**src/lps_cfg.svh**
```systemverilog
`ifndef LPS_CFG_SVH
`define LPS_CFG_SVH

// ********************************************************
// Timing of the system clock and of the link.
// ********************************************************
`define LPS_CLK_PERIOD_NS  10
`define LPS_LOCK_TIME_NS   6000
`define LPS_LOCK_CYC       ((`LPS_LOCK_TIME_NS + `LPS_CLK_PERIOD_NS - 1) / `LPS_CLK_PERIOD_NS)
`define LPS_DIS_TIME_NS    7
`define LPS_DIS_RAW        (`LPS_DIS_TIME_NS / `LPS_CLK_PERIOD_NS)
`define LPS_DIS_CYC        ((`LPS_DIS_RAW < 1) ? 1 : `LPS_DIS_RAW)

// ********************************************************
// Framing of one pixel period on the lanes.
// ********************************************************
`define LPS_SLOTS          7
`define LPS_LAST_SLOT      6
`define LPS_CLK_HIGH_SLOTS 4
`define LPS_LANES          4
`define LPS_WORD_W         28

`endif

```
**src/lps_pkg.sv**
```systemverilog
// ********************************************************
// Types shared by the serializer modules.
// ********************************************************
package lps_pkg;
    typedef logic [2:0] lps_slot_t;
    typedef enum logic [1:0] {
        LPS_OFF  = 2'b00,
        LPS_LOCK = 2'b01,
        LPS_RUN  = 2'b10
    } lps_state_t;
endpackage

```
**src/lps_serializer.sv**
```systemverilog
`timescale 1ns/100ps
`include "lps_cfg.svh"

// How it works
// RQ1 - Each captured word is sent as seven serial slots per pixel period.
// RQ2 - Slot 0, at clock rise: lanes carry bits 1, 9, 20, 5.
// RQ3 - Slot 1: lanes carry bits 0, 8, 19, 27.
// RQ4 - Slot 2: lanes carry bits 7, 18, 26, 23.
// RQ5 - Slot 3: lanes carry bits 6, 15, 25, 17.
// RQ6 - Slot 4: lanes carry bits 4, 14, 24, 16.
// RQ7 - Slot 5: lanes carry bits 3, 13, 22, 11.
// RQ8 - Slot 6, last of the period: lanes carry bits 2, 12, 21, 10.
// RQ9 - Forwarded clock is high for slots 0 to 3, low for 4 to 6.
// RQ10 - After power-up, wait the lock time before driving valid lane data.
// RQ11 - Power-down releases all outputs, forwarded clock included, to off state.
// RQ12 - The host presents video, syncs, enable and spare bit per pixel.
// RQ13 - Inputs are captured on the rising or falling pixel clock edge.
// RQ14 - Edge select high picks rising capture, low picks falling capture.
// RQ15 - Power-down stops the link and forces every register to zero; the code sets oe_n_q to one and leaves the synchronisers sampling.
// RQ16 - Forwarded clock period equals the pixel clock period, seven slots each.
module lps_serializer
    import lps_pkg::*;
#(
    parameter int CNT_W = 8
) (
    input  wire logic        CLK_SYS_I,
    input  wire logic        RESETN_I,
    input  wire logic        PIXEL_CLOCK_IN_I,
    input  wire logic [27:0] PARALLEL_INPUT_BIT_I,
    input  wire logic        CAPTURE_EDGE_SELECT_I,
    input  wire logic        POWER_DOWN_N_I,
    output logic [3:0]       SERIAL_LANE_O,
    output logic [3:0]       SERIAL_LANE_OE_N_O,
    output logic             FORWARDED_CLOCK_O,
    output logic             FORWARDED_CLOCK_OE_N_O,
    output logic             LINK_LOCKED_O
);

    localparam int LOCK_CYC = `LPS_LOCK_CYC;
    localparam int DIS_CYC  = `LPS_DIS_CYC;
    localparam int LCK_W    = $clog2(LOCK_CYC + 1);

    logic              pclk_s1_q;
    logic              pclk_s2_q;
    logic              pclk_s3_q;
    logic              sel_s1_q;
    logic              sel_s2_q;
    logic              pd_s1_q;
    logic              pd_s2_q;
    logic [27:0]       data_s1_q;
    logic [27:0]       data_s2_q;
    logic [27:0]       data_s3_q;
    logic              rise;
    logic              fall;
    logic              cap_edge;
    logic              clear;
    logic [27:0]       hold_q;
    logic [27:0]       word_q;
    logic [27:0]       cur;
    logic [3:0]        lane_q;
    logic              fwd_q;
    logic              oe_n_q;
    logic [LCK_W-1:0]  lock_cnt_q;
    lps_state_t        state_q;
    lps_slot_t         slot;
    logic              load;
    logic              valid;
    logic              run;
    logic              go;

    // Maps one slot of a word onto the four lanes, lane 0 in bit 0.
    function automatic logic [3:0] lane_map(input logic [27:0] w, input lps_slot_t s);
        case (s)
            3'h0: lane_map = {w[5], w[20], w[9], w[1]};
            3'h1: lane_map = {w[27], w[19], w[8], w[0]};
            3'h2: lane_map = {w[23], w[26], w[18], w[7]};
            3'h3: lane_map = {w[17], w[25], w[15], w[6]};
            3'h4: lane_map = {w[16], w[24], w[14], w[4]};
            3'h5: lane_map = {w[11], w[22], w[13], w[3]};
            3'h6: lane_map = {w[10], w[21], w[12], w[2]};
            default: lane_map = 4'h0;
        endcase
    endfunction

    // ********************************************************
    // Input synchronisers.
    // ********************************************************
    // Pixel clock and data share depth, and the third stage gives the
    // data as it stood just before the detected edge, honouring setup.
    always_ff @(posedge CLK_SYS_I or negedge RESETN_I) begin
        if (!RESETN_I) begin
            pclk_s1_q <= 1'b0;
            pclk_s2_q <= 1'b0;
            pclk_s3_q <= 1'b0;
            sel_s1_q  <= 1'b0;
            sel_s2_q  <= 1'b0;
            pd_s1_q   <= 1'b0;
            pd_s2_q   <= 1'b0;
            data_s1_q <= 28'h0000000;
            data_s2_q <= 28'h0000000;
            data_s3_q <= 28'h0000000;
        end else begin
            pclk_s1_q <= PIXEL_CLOCK_IN_I;
            pclk_s2_q <= pclk_s1_q;
            pclk_s3_q <= pclk_s2_q;
            sel_s1_q  <= CAPTURE_EDGE_SELECT_I;
            sel_s2_q  <= sel_s1_q;
            pd_s1_q   <= POWER_DOWN_N_I;
            pd_s2_q   <= pd_s1_q;
            data_s1_q <= PARALLEL_INPUT_BIT_I;
            data_s2_q <= data_s1_q;
            data_s3_q <= data_s2_q;
        end
    end

    // Edge choice and the power-down clear.
    assign rise     = pclk_s2_q & ~pclk_s3_q;
    assign fall     = ~pclk_s2_q & pclk_s3_q;
    assign clear    = ~pd_s2_q; // RQ15
    assign cap_edge = pd_s2_q & (sel_s2_q ? rise : fall); // RQ14

    // ********************************************************
    // Slot timing.
    // ********************************************************
    lps_slot_gen #(
        .CNT_W   (CNT_W)
    ) u_slot_gen (
        .clk_i   (CLK_SYS_I),
        .rst_n_i (RESETN_I),
        .clear_i (clear),
        .edge_i  (cap_edge),
        .slot_o  (slot),
        .load_o  (load),
        .valid_o (valid)
    );

    // ********************************************************
    // Capture and load.
    // ********************************************************
    // The holding register takes the word on the chosen edge.
    always_ff @(posedge CLK_SYS_I or negedge RESETN_I) begin
        if (!RESETN_I) begin
            hold_q <= 28'h0000000;
        end else if (clear) begin
            hold_q <= 28'h0000000; // RQ15
        end else if (cap_edge) begin
            hold_q <= data_s3_q; // RQ13
        end
    end

    // The shift word is reloaded as slot 0 starts; cur bypasses it so
    // slot 0 already carries the new word.
    assign cur = load ? hold_q : word_q;

    always_ff @(posedge CLK_SYS_I or negedge RESETN_I) begin
        if (!RESETN_I) begin
            word_q <= 28'h0000000;
        end else if (clear) begin
            word_q <= 28'h0000000;
        end else if (load) begin
            word_q <= hold_q; // RQ1
        end
    end

    // ********************************************************
    // Lock sequencing.
    // ********************************************************
    // The lock wait stands in for the bit-rate synthesizer settling;
    // it also needs two clean edges so the slot period is known.
    // Run starts only on a capture edge, so the first period on the lanes is whole.
    always_ff @(posedge CLK_SYS_I or negedge RESETN_I) begin
        if (!RESETN_I) begin
            state_q    <= LPS_OFF;
            lock_cnt_q <= '0;
        end else if (clear) begin
            state_q    <= LPS_OFF;
            lock_cnt_q <= '0;
        end else begin
            case (state_q)
                LPS_OFF: begin
                    state_q <= LPS_LOCK;
                end
                LPS_LOCK: begin
                    if (lock_cnt_q != LCK_W'(LOCK_CYC - 1)) begin
                        lock_cnt_q <= lock_cnt_q + 1'b1;
                    end else if (valid && cap_edge) begin
                        state_q <= LPS_RUN; // RQ10
                    end
                end
                LPS_RUN: begin
                    state_q <= LPS_RUN;
                end
                default: begin
                    state_q <= LPS_OFF;
                end
            endcase
        end
    end

    assign run = (state_q == LPS_RUN);
    assign go  = run & pd_s2_q;

    // ********************************************************
    // Lane and clock output registers.
    // ********************************************************
    // Lanes and clock share one register stage so they stay aligned.
    always_ff @(posedge CLK_SYS_I or negedge RESETN_I) begin
        if (!RESETN_I) begin
            lane_q <= 4'h0;
            fwd_q  <= 1'b0;
        end else if (!go) begin
            lane_q <= 4'h0;
            fwd_q  <= 1'b0;
        end else begin
            lane_q <= lane_map(cur, slot); // RQ2 RQ3 RQ4 RQ5 RQ6 RQ7 RQ8
            fwd_q  <= (slot < 3'(`LPS_CLK_HIGH_SLOTS)); // RQ9 RQ16
        end
    end

    // Drivers switch off one cycle after the synchronised power-down.
    always_ff @(posedge CLK_SYS_I or negedge RESETN_I) begin
        if (!RESETN_I) begin
            oe_n_q <= 1'b1;
        end else begin
            oe_n_q <= ~pd_s2_q; // RQ11
        end
    end

    assign SERIAL_LANE_O          = lane_q;
    assign SERIAL_LANE_OE_N_O     = {`LPS_LANES{oe_n_q}};
    assign FORWARDED_CLOCK_O      = fwd_q;
    assign FORWARDED_CLOCK_OE_N_O = oe_n_q;
    assign LINK_LOCKED_O          = run;
endmodule

```
**src/lps_slot_gen.sv**
```systemverilog
`timescale 1ns/100ps
`include "lps_cfg.svh"

// Splits each measured pixel period into seven slot steps with a
// fractional accumulator, so no fast bit clock is needed.
module lps_slot_gen
    import lps_pkg::*;
#(
    parameter int CNT_W = 8
) (
    input  wire logic      clk_i,
    input  wire logic      rst_n_i,
    input  wire logic      clear_i,
    input  wire logic      edge_i,
    output lps_slot_t      slot_o,
    output logic           load_o,
    output logic           valid_o
);

    logic [CNT_W-1:0] cnt_q;
    logic [CNT_W-1:0] period_q;
    logic [CNT_W:0]   acc_q;
    logic [CNT_W:0]   sum;
    logic [CNT_W:0]   per_ext;
    logic [1:0]       edges_q;
    lps_slot_t        slot_q;
    logic             load_q;

    // ********************************************************
    // Period measurement.
    // ********************************************************
    // The counter saturates so a stalled pixel clock cannot wrap it.
    always_ff @(posedge clk_i or negedge rst_n_i) begin
        if (!rst_n_i) begin
            cnt_q    <= '0;
            period_q <= '0;
            edges_q  <= 2'h0;
        end else if (clear_i) begin
            cnt_q    <= '0;
            period_q <= '0;
            edges_q  <= 2'h0;
        end else if (edge_i) begin
            period_q <= cnt_q + 1'b1;
            cnt_q    <= '0;
            if (edges_q != 2'h2) begin
                edges_q <= edges_q + 2'h1;
            end
        end else if (cnt_q != '1) begin
            cnt_q <= cnt_q + 1'b1;
        end
    end

    assign valid_o = (edges_q == 2'h2);
    assign per_ext = {1'b0, period_q};
    assign sum     = acc_q + (CNT_W+1)'(`LPS_SLOTS);

    // ********************************************************
    // Slot stepping.
    // ********************************************************
    // Each edge restarts slot 0, so rounding error never builds up
    // beyond one period; slot 6 absorbs the remainder.
    always_ff @(posedge clk_i or negedge rst_n_i) begin
        if (!rst_n_i) begin
            acc_q  <= '0;
            slot_q <= 3'h0;
            load_q <= 1'b0;
        end else if (clear_i) begin
            acc_q  <= '0;
            slot_q <= 3'h0;
            load_q <= 1'b0;
        end else begin
            load_q <= edge_i;
            if (edge_i) begin
                acc_q  <= '0; // RQ2
                slot_q <= 3'h0;
            end else if (valid_o) begin
                if (sum >= per_ext) begin
                    acc_q <= sum - per_ext; // RQ1
                    if (slot_q != 3'(`LPS_LAST_SLOT)) begin
                        slot_q <= slot_q + 3'h1;
                    end
                end else begin
                    acc_q <= sum;
                end
            end
        end
    end

    assign slot_o = slot_q;
    assign load_o = load_q;
endmodule

```
**config.mk**
```make
export PLATFORM = sky130hd
export DESIGN_NAME = lps_serializer
export DESIGN_NICKNAME = d
export VERILOG_FILES = /design/src/lps_pkg.sv /design/src/lps_serializer.sv /design/src/lps_slot_gen.sv
export VERILOG_INCLUDE_DIRS = /design/src /design/src/src
export SDC_FILE = /design/constraint.sdc
export NUM_CORES = 1
export LEC_CHECK = 0
export ABC_AREA = 1
export BUFFER_PORTS_ARGS = -buffer_cell sky130_fd_sc_hd__buf_2
export CAP_MARGIN = 20
export CORE_ASPECT_RATIO = 1.2
export CORE_UTILIZATION = 65
export CTS_CLUSTER_SIZE = 16
export DETAILED_ROUTE_END_ITERATION = 12
export GPL_TIMING_DRIVEN = 0
export PLACE_DENSITY = 0.84
export SYNTH_ARGS = -nofsm -noshare
export SYNTH_HDL_FRONTEND = slang
export SYNTH_SLANG_ARGS = --single-unit
```
**constraint.sdc**
```tcl
create_clock -name CLK_SYS_I -period 3.5 [get_ports CLK_SYS_I]
set_input_delay 0.7 -clock CLK_SYS_I [delete_from_list [all_inputs] [get_ports CLK_SYS_I]]
set_output_delay 0.7 -clock CLK_SYS_I [all_outputs]
set_load 0.01 [all_outputs]
```
# ---- Yosys cells after proc, flatten, opt, wreduce, memory -nomap -nowiden
# Index checks and enable logic that the tools add are counted.
dict set report totals {
  wordCells 101
  inputBits 33
  output_inout_bits 11
  register_bits 196
}
dict set report classes {
  bitwise_logic 7
  n_lt_le_gt_ge 2
  n_reduce_logical 7
  n_addsub 6
  mux 33
  n_eq_ne 23
}
# cell n
set op_table {}
lappend op_table {{28-bit 2-to-1 mux} 4}
lappend op_table {{8-bit 2-to-1 mux} 5}
lappend op_table {{9-bit 2-to-1 mux} 4}
lappend op_table {{10-bit 2-to-1 mux} 3}
lappend op_table {{4-bit case mux with 7 select lines} 1}
lappend op_table {{3-bit 2-to-1 mux} 5}
lappend op_table {{2-bit 2-to-1 mux} 6}
lappend op_table {{3-bit by 1-bit inequality test with 1-bit output (second input constant)} 4}
lappend op_table {{10-bit by 1-bit adder with 10-bit output (second input constant)} 1}
lappend op_table {{10-bit inequality test (second input constant)} 1}
lappend op_table {{9-bit by 3-bit adder with 9-bit output (second input constant)} 1}
lappend op_table {{3-bit == test (second input constant)} 3}
lappend op_table {{9-bit by 8-bit greater-or-equal comparator with 1-bit output} 1}
lappend op_table {{3-bit inequality test (second input constant)} 3}
lappend op_table {{9-bit by 8-bit subtractor with 9-bit output} 1}
lappend op_table {{8-bit by 1-bit adder with 8-bit output (second input constant)} 1}
lappend op_table {{2-bit by 1-bit inequality test with 1-bit output (second input constant)} 4}
lappend op_table {{8-bit inequality test (second input constant)} 1}
lappend op_table {{3-bit by 2-bit == test with 1-bit output (second input constant)} 2}
lappend op_table {{2-bit case mux with 3 select lines} 1}
lappend op_table {{2-bit AND reduction} 3}
lappend op_table {{1-bit bitwise AND} 4}
lappend op_table {{2-bit == test (second input constant)} 2}
lappend op_table {{4-bit 2-to-1 mux} 1}
lappend op_table {{12 further kinds} 16}

# ---- Logic depth before layout (Yosys ltp)
# Gate-level depths: netlist of the first run.
dict set report logic_depth {
  ltp_word 9
  mapped_depth 17
  depth_no_buf 16
}

# ---- Hierarchy
# From an unflattened synthesis of the first run, not the netlist that was laid out.
dict set report hier_totals {
  cells_unflattened 853
  area_unflattened_um2 7976.4
}
# mod seq_area_each_um2 instances area_each_um2 cells_each
set modules_own_cells {}
lappend modules_own_cells {lps_serializer 4130.2 1 5924.4 576}
lappend modules_own_cells {lps_slot_gen 775.7 1 2052.0 277}

# ---- Worst setup path after synthesis of the first run
# OpenSTA, ideal clock, no wires.
dict set report synth_timing {
  path_type {register to register}
  startpoint {register u_slot_gen.acc_q[0]}
  endpoint {register u_slot_gen.acc_q[3]}
  setup_time_ns 0.117
  path_buffers 1
  required_time_ns 3.383
  period_less_slack_ns 2.422
  t_arrival_ns 2.304
  stages_incl_launch_ff 17
  setup_slack_ns 1.078
  path_cell_list {dfrtp_1 -> inv_1 -> ha_1 -> a21oi_4 -> nand2_1 -> xor2_1 -> inv_1 -> ha_1 -> nand2_1 -> nor2_1 -> a21o_1 -> nor2_8 -> nand2_4 -> buf_6 -> nand2_2 -> nand3_1 -> nand2_1}
}
dict set report synth_via {
  elab_chain_cells 6
  word_cells_on_any_way 7
  cone_classes {add/sub: 2; order compare: 1; mux: 4}
}
# item line
set synth_lines {}
lappend synth_lines {{from (decl)} lps_slot_gen.sv:22} ;# logic [CNT_W:0] acc_q;
lappend synth_lines {{from (signal assigned)} lps_slot_gen.sv:78} ;# acc_q <= sum - per_ext;
lappend synth_lines {{from (signal assigned)} lps_slot_gen.sv:83} ;# acc_q <= sum;
lappend synth_lines {{9-bit by 3-bit adder with 9-bit output *} lps_slot_gen.sv:55} ;# assign sum = acc_q + (CNT_W+1)'(`LPS_SLOTS);
lappend synth_lines {{9-bit by 8-bit subtractor with 9-bit output or 9-bit by 8-bit greater-or-equal comparator with 1-bit output (tied branches)} {lps_slot_gen.sv:78, lps_slot_gen.sv:77}}
lappend synth_lines {{9-bit 2-to-1 mux *} lps_slot_gen.sv:77} ;# if (sum >= per_ext) begin
lappend synth_lines {{9-bit 2-to-1 mux *} lps_slot_gen.sv:76} ;# end else if (valid_o) begin
lappend synth_lines {{9-bit 2-to-1 mux *} lps_slot_gen.sv:73} ;# if (edge_i) begin
lappend synth_lines {{9-bit 2-to-1 mux *} lps_slot_gen.sv:67} ;# end else if (clear_i) begin
# Mark *: on every way between the ends. The rest lies on a longest branch, timed or not. The select of a mux whose other input is x is not followed.
# A chain may end at the register's enable or synchronous reset.

# ---- Worst setup path after layout of the first run
dict set report layout_timing {
  startpoint {register u_slot_gen.acc_q[0]}
  endpoint {register u_slot_gen.acc_q[5]}
}
# The elaborated chain is that of the path after synthesis.

==> flow_metrics.py, run 1 <==
metrics = {
    "yosys": {
        "async_reset_ff_share_pct": 100,
        "yosys.cell_types.count": 33,
        "synthCells": 762,
        "ys_seq_area_share_pct": 63.7,
        "synth_nets": 816,
        "ys_seq_elements": 196,
        "synth_ff_type": "dfrtp_1",
        "yosysWarnings": 0,
        "synth-edff-count": 0,
        "syn_area_um2": 7700,
        "synth_area_per_cell_um2": 10.1,
    },
    "timing": {
        "worst_slew_pin_slew_ns": 0.616,
        "hold_violations": 0,
        "finalMaxSlewViolations": 0,
        "fin_crit_sh_pct": 81.1,
        "finalClockSkew_ns": 0.00833,
        "hold-worst-slack_ns": 0.221,
        "fin_ws_ns": 0.662,
        "fmaxAchievable_mhz": 352,
        "final-setup-viol-count": 0,
        "max_slew_margin_pct": 58.9,
        "rsz0062_at_grt": "false",
        "period_minus_slack_ns": 2.84,
    },
    "pwr": {
        "power.total_mw": 5.03,
        "power_leakage_nw": 4.26,
        "clock_power_share_pct": 38.5,
        "power-per-cell-area_nw_per_um2": 574,
        "combPwrFrac_pct": 12.1,
        "power_frac_seq_pct": 49.4,
        "swShare_pct": 26.0,
        "irDropWorstVdd_v": 0.000544,
        "p_int_mw": 3.72,
        "switchingPower_mw": 1.31,
    },
    "critical_path": {
        "max_stage_delay_ns": 0.40,
        "critPathMaxFanout": 10,
        "start_kind": "register",
        "arrival_ns": 3.15,
        "required_ns": 3.82,
        "crit_path_frequent_cell": "nand2_1",
        "crit_chain": "inv_1 > ha_1 > a21oi_4 > nand2_1 > xor2_1 > inv_1 > ha_1 > nand2_1 > nor2_1 > nand2_1 > nand2_1 > nand2_2 > nand2_4 > buf_6 > nand2_2 > nand3_1 > nand2_1",
        "crit_type": "register to register",
        "crit_slowest_cell": "dfrtp_1",
        "worstSetupEndpointType": "register",
    },
    "placed_design": {
        "dp_hpwl_mm": 9.82,
        "place_ws_ns": 0.668,
        "port_buffers": 43,
        "gp_congestion": 0.874,
        "dpl-instance-area_um2": 8150,
    },
    "final_layout": {
        "area_delta_synth_final_pct": 13.7,
        "fin_area_um2": 8750,
        "fillers": 753,
        "nets": 879,
        "ff_latch_area_um2": 4910,
        "n_antenna_cell": 0,
        "final_common_cell": "dfrtp_1",
        "finalCoreUtilization_pct": 75.6,
        "multi_input_area_um2": 2270,
        "drive_gt1_share_pct": 12.3,
        "mostFrequentLayoutCells": "195 x dfrtp_1, 158 x nand2_1, 105 x inv_1, 56 x nor2_1, 55 x o21ai_0",
    },
    "global_routing": {
        "grt_pass1_wl_mm": 25.5,
        "antenna_found_initial": 0,
        "grt_util_all_layers_pct": 27.9,
        "overflow": 0,
        "grt_max_degree": 127,
        "grt_pass1_vias": 5515,
    },
    "clock_network": {
        "root_buffer": "clkbuf_16",
        "clockBufferDepth": 2,
        "ctsHoldBuffers": 0,
        "clock_sinks": 196,
        "h-tree-depth": 4,
        "clkLatencyLatePin_ns": 0.43,
        "postCtsSetupRepairBufs": 0,
        "cts_inserted_buffers": 17,
        "cts_resized": 0,
        "cts_tree": "built",
        "clkSlewWorstSetupHoldPaths_ns": 0.07,
    },
    "flow_run": {
        "maxCapViolations": 0,
    },
    "floorplan": {
        "dieArea_um2": 12300,
        "die_w_um": 101,
        "pin_count": 44,
        "die_y_um": 121,
        "start_util_pct": 66.5,
        "num_rows": 43,
        "core_area_um2": 11600,
    },
    "route": {
        "drtAntennaViolNets": 0,
        "post_drt_via_cell_ratio": 5.49,
        "wirelength_mm": 15.0,
        "drc": 0,
        "via_count": 5460,
        "drtPass1Iterations": 6,
        "drtIter0Drc": 346,
        "avgRoutedWirePerCell_um": 15.1,
    },
    "status": {
        "status": "finished, final reports clean",
    },
    "min_path": {
        "hp-class": "input port to asynchronous set/reset pin",
    },
}
## cell type report
| class | instances | share of cell area, % |
|---|---|---|
| Multi-Input combinational cell | 436 | 26.0 |
| Tap cell | 157 | 2.25 |
| Clock buffer | 21 | 5.26 |
| Timing Repair Buffer | 44 | 2.89 |
| Inverter | 108 | 4.63 |
| Sequential cell | 196 | 56.1 |
| Buffer | 22 | 1.29 |
| Clock inverter | 11 | 1.63 |
## kinds of logic after synthesis
group                    Yosys count  synth area share [%]
AO/OA/AOI/OAI                    111                  8.09
XOR/XNOR                          14                  1.59
adder cells (fa/ha/maj)           21                  3.51
AND/OR/NAND/NOR                  290                  16.3
buffers and inverters            130                  6.73
flip-flops                       196                  63.7
## routing by layer
layer	up-vias	global-route usage, %	routed length (µm)
met5	-	0	0
met4	0	13.9	315
met3	35	6.11	799
met2	219	45.5	7640
met1	2665	35.2	6280
li1	2541	-	-
## power by group through the flow
stage | Combinational, mW | Sequential, mW | Clock, mW
2_1_floorplan | 0.404 | 2.50 | 0
3_3_place_gp | 0.553 | 2.51 | 0
3_5_place_dp | 0.589 | 2.52 | 0
4_1_cts | 0.607 | 2.48 | 1.96
5_1_grt | 0.691 | 2.49 | 2.05
6_report | 0.608 | 2.48 | 1.94
## synth_stat cells, drive strengths merged (10+ instances only)
master  count  share of area, %
o21ai      64               4.2
dfrtp     195                63
o22ai      14               1.1
nor2       58               3.1
clkbuf     10              0.49
nand2     169               8.7
ha         20               3.3
nand3      39               2.5
o21a       11               1.1
a21oi      18               1.3
nand4      11              0.89
buf        12              0.98
inv       108               5.3
## critical path, delay by kind of cell (launching register included)
family	cells	cell delay (ns)
compound gates	1	0.22
xor+xnor	1	0.22
fa+ha+maj	2	0.63
buf+inv	3	0.33
flops	1	0.40
simple gates	10	0.93
## registers in the layout, indices dropped and copies added (netlist names), 2 cells and up
register / count
u_slot_gen.cnt_q: 8
u_slot_gen.acc_q: 9
data_s2_q: 28
data_s1_q: 28
SERIAL_LANE_O: 4
data_s3_q: 28
u_slot_gen.edges_q: 2
state_q: 2
lock_cnt_q: 10
hold_q: 28
word_q: 28
u_slot_gen.period_q: 8
u_slot_gen.slot_o: 3
## stage by stage
step	TNS, ns	std cells
3_5_place_dp	0	963
5_1_grt	0	995
3_3_place_gp	-213.44	962
4_1_cts	0	995
2_1_floorplan	0	762
6_report	0	995
## worst paths after layout
path / start / to / slack [ns] / depth (start not counted)
min in group CLK_SYS_I: data_s2_q[2] / data_s3_q[2] / 0.34 / 0
hold / removal: RESETN_I / word_q[9] / 0.22 / 1
hold reg to reg: data_s2_q[2] / data_s3_q[2] / 0.34 / 0
setup / recovery: u_slot_gen.acc_q[0] / u_slot_gen.acc_q[5] / 0.66 / 17
setup reg to reg: u_slot_gen.acc_q[0] / u_slot_gen.acc_q[5] / 0.66 / 17
max in group asynchronous: RESETN_I / u_slot_gen.cnt_q[6] / 2.32 / 2
Power figures use the tool's default switching activity.
==> inputs of run 2 (changes only) <==
- CORE_UTILIZATION: 65 -> 60
- PLACE_DENSITY: 0.84 -> 0.79
- clock period: 3.5 -> 2.7 ns (I/O delays scaled with it)
==> run 2 against run 1 <==
Critical path depth down 1; non-clock buffer count grew 2; critical endpoint is now u_slot_gen.acc_q[4]; worst setup slack worse by 0.53 ns; die area is 8.2% higher.
==> flow_metrics.py, run 2 (synthesis results as in run 1) <==
metrics = {
    "placed_design": {
        "dp.cells": 967,
        "dpl-instance-area_um2": 8150,
        "dp_hpwl_mm": 9.50,
        "port_buffers": 43,
        "gp_congestion": 0.865,
        "place_ws_ns": -0.0563,
    },
    "floorplan": {
        "pin_count": 44,
        "num_rows": 44,
        "core_area_um2": 12300,
        "die_w_um": 105,
        "start_util_pct": 62.7,
        "dieArea_um2": 13300,
        "die_y_um": 126,
    },
    "timing": {
        "fin_ws_ns": 0.128,
        "max_slew_margin_pct": 60.1,
        "finalClockSkew_ns": 0.00810,
        "finalMaxSlewViolations": 0,
        "worst_slew_pin_slew_ns": 0.597,
        "hold_violations": 0,
        "fin_crit_sh_pct": 95.3,
        "fmaxAchievable_mhz": 389,
        "final-setup-viol-count": 0,
        "period_minus_slack_ns": 2.57,
        "hold-worst-slack_ns": 0.0545,
    },
    "final_layout": {
        "area_delta_synth_final_pct": 14.5,
        "n_antenna_cell": 0,
        "nets": 881,
        "mostFrequentLayoutCells": "195 x dfrtp_1, 157 x nand2_1, 105 x inv_1, 55 x nor2_1, 55 x o21ai_0",
        "finalCoreUtilization_pct": 71.8,
        "fin_area_um2": 8820,
        "drive_gt1_share_pct": 13.3,
        "fillers": 836,
        "final_common_cell": "dfrtp_1",
        "layout.cells.non_filler": 1001,
    },
    "min_path": {
        "hp-class": "input port to asynchronous set/reset pin",
    },
    "route": {
        "avgRoutedWirePerCell_um": 14.4,
        "drtPass1Iterations": 6,
        "via_count": 5322,
        "drtIter0Drc": 404,
        "wirelength_mm": 14.4,
        "post_drt_via_cell_ratio": 5.32,
        "drc": 0,
        "drtAntennaViolNets": 0,
    },
    "pwr": {
        "power-per-cell-area_nw_per_um2": 741,
        "irDropWorstVdd_v": 0.000520,
        "power_leakage_nw": 4.28,
    },
    "clock_network": {
        "clock_sinks": 196,
        "root_buffer": "clkbuf_16",
        "cts_tree": "built",
        "clockBufferDepth": 2,
        "clkSlewWorstSetupHoldPaths_ns": 0.07,
        "cts_inserted_buffers": 17,
        "ctsHoldBuffers": 0,
        "clkLatencyLatePin_ns": 0.44,
        "h-tree-depth": 4,
    },
    "global_routing": {
        "overflow": 0,
        "grt_pass1_wl_mm": 24.6,
        "grt_pass1_vias": 5439,
        "antenna_found_initial": 0,
        "grt_max_degree": 126,
        "grt_util_all_layers_pct": 24.0,
    },
    "critical_path": {
        "path_depth": 16,
        "max_stage_delay_ns": 0.36,
        "crit_chain": "inv_1 > ha_2 > a21oi_4 > nand2_1 > xor2_2 > inv_1 > ha_4 > nand2_1 > nor2_2 > a21o_1 > nor2_8 > nand2_4 > buf_6 > nand2_2 > nand3_1 > nand2_1",
        "arrival_ns": 2.90,
        "start_kind": "register",
        "cp_num_buf_inv": 3,
        "required_ns": 3.03,
        "crit_type": "register to register",
        "critical_path.top_delay_family": "simple AND/OR/NAND/NOR gates",
        "crit_path_frequent_cell": "nand2_1",
        "ff2ff_path_depth": 16,
        "worstSetupEndpointType": "register",
        "critPathMaxFanout": 10,
        "crit_slowest_cell": "dfrtp_1",
    },
    "flow_run": {
        "maxCapViolations": 0,
    },
    "status": {
        "status": "finished, final reports clean",
    },
}
## run 2: cell count changes in the layout (fill, tap and decap cells not counted), sizes merged
| cell | delta |
|---|---|
| clkinvlp | -1 |
| buf | +2 |
| clkinv | +1 |
## run 2: metal layers
metal / wire, µm / vias to the layer above / track usage [%]
met5: 0 / - / 0
met2: 7580 / 148 / 41.4
met4: 294 / 0 / 10.4
li1: - / 2541 / -
met3: 630 / 27 / 5.54
met1: 5870 / 2606 / 29.0
## run 2: stage by stage
stage / TNS (ns) / total power, mW
2_1_floorplan: 0 / 3.76
3_3_place_gp: -347.07 / 3.96
3_5_place_dp: -0.299 / 4.02
4_1_cts: 0 / 6.56
5_1_grt: -0.0621 / 6.83
6_report: 0 / 6.53
## run 2: path summary, 6_finish.rpt
check / slack, ns / to / start
min in group CLK_SYS_I: 0.21 / data_s1_q[21] / PARALLEL_INPUT_BIT_I[21]
worst min-delay path: 0.05 / hold_q[21] / RESETN_I
worst max-delay path: 0.13 / u_slot_gen.acc_q[4] / u_slot_gen.acc_q[0]
worst min register to register: 0.35 / data_s3_q[21] / data_s2_q[21]
max in group asynchronous: 1.69 / u_slot_gen.acc_q[0] / RESETN_I
worst max register to register: 0.13 / u_slot_gen.acc_q[4] / u_slot_gen.acc_q[0]
## run 2: area by class of cell
type / count / area (µm²) / share of cell area [%]
multi-input cells: 436 / 2310 / 26.2
well taps: 161 / 201 / 2.28
repair buffers: 46 / 268 / 3.04
inverters: 108 / 405 / 4.60
clock inverters: 11 / 140 / 1.59
clock buffers: 21 / 470 / 5.34
flip-flops and latches: 196 / 4910 / 55.6
plain buffers: 22 / 113 / 1.28
## run 2: timing repair
item	in CTS	in global routing
cloned	0	0
gates resized for setup	2	5
endpoints found under the setup margin	10	12
setup buffers	0	2
pin swaps	0	2
## run 2: report_power, final
part	switching [mW]	internal, mW	leakage [nW]	total [mW]
combinational	0.512	0.271	1.50	0.784
clock	1.08	1.46	0.297	2.54
sequential	0.0881	3.12	2.48	3.21
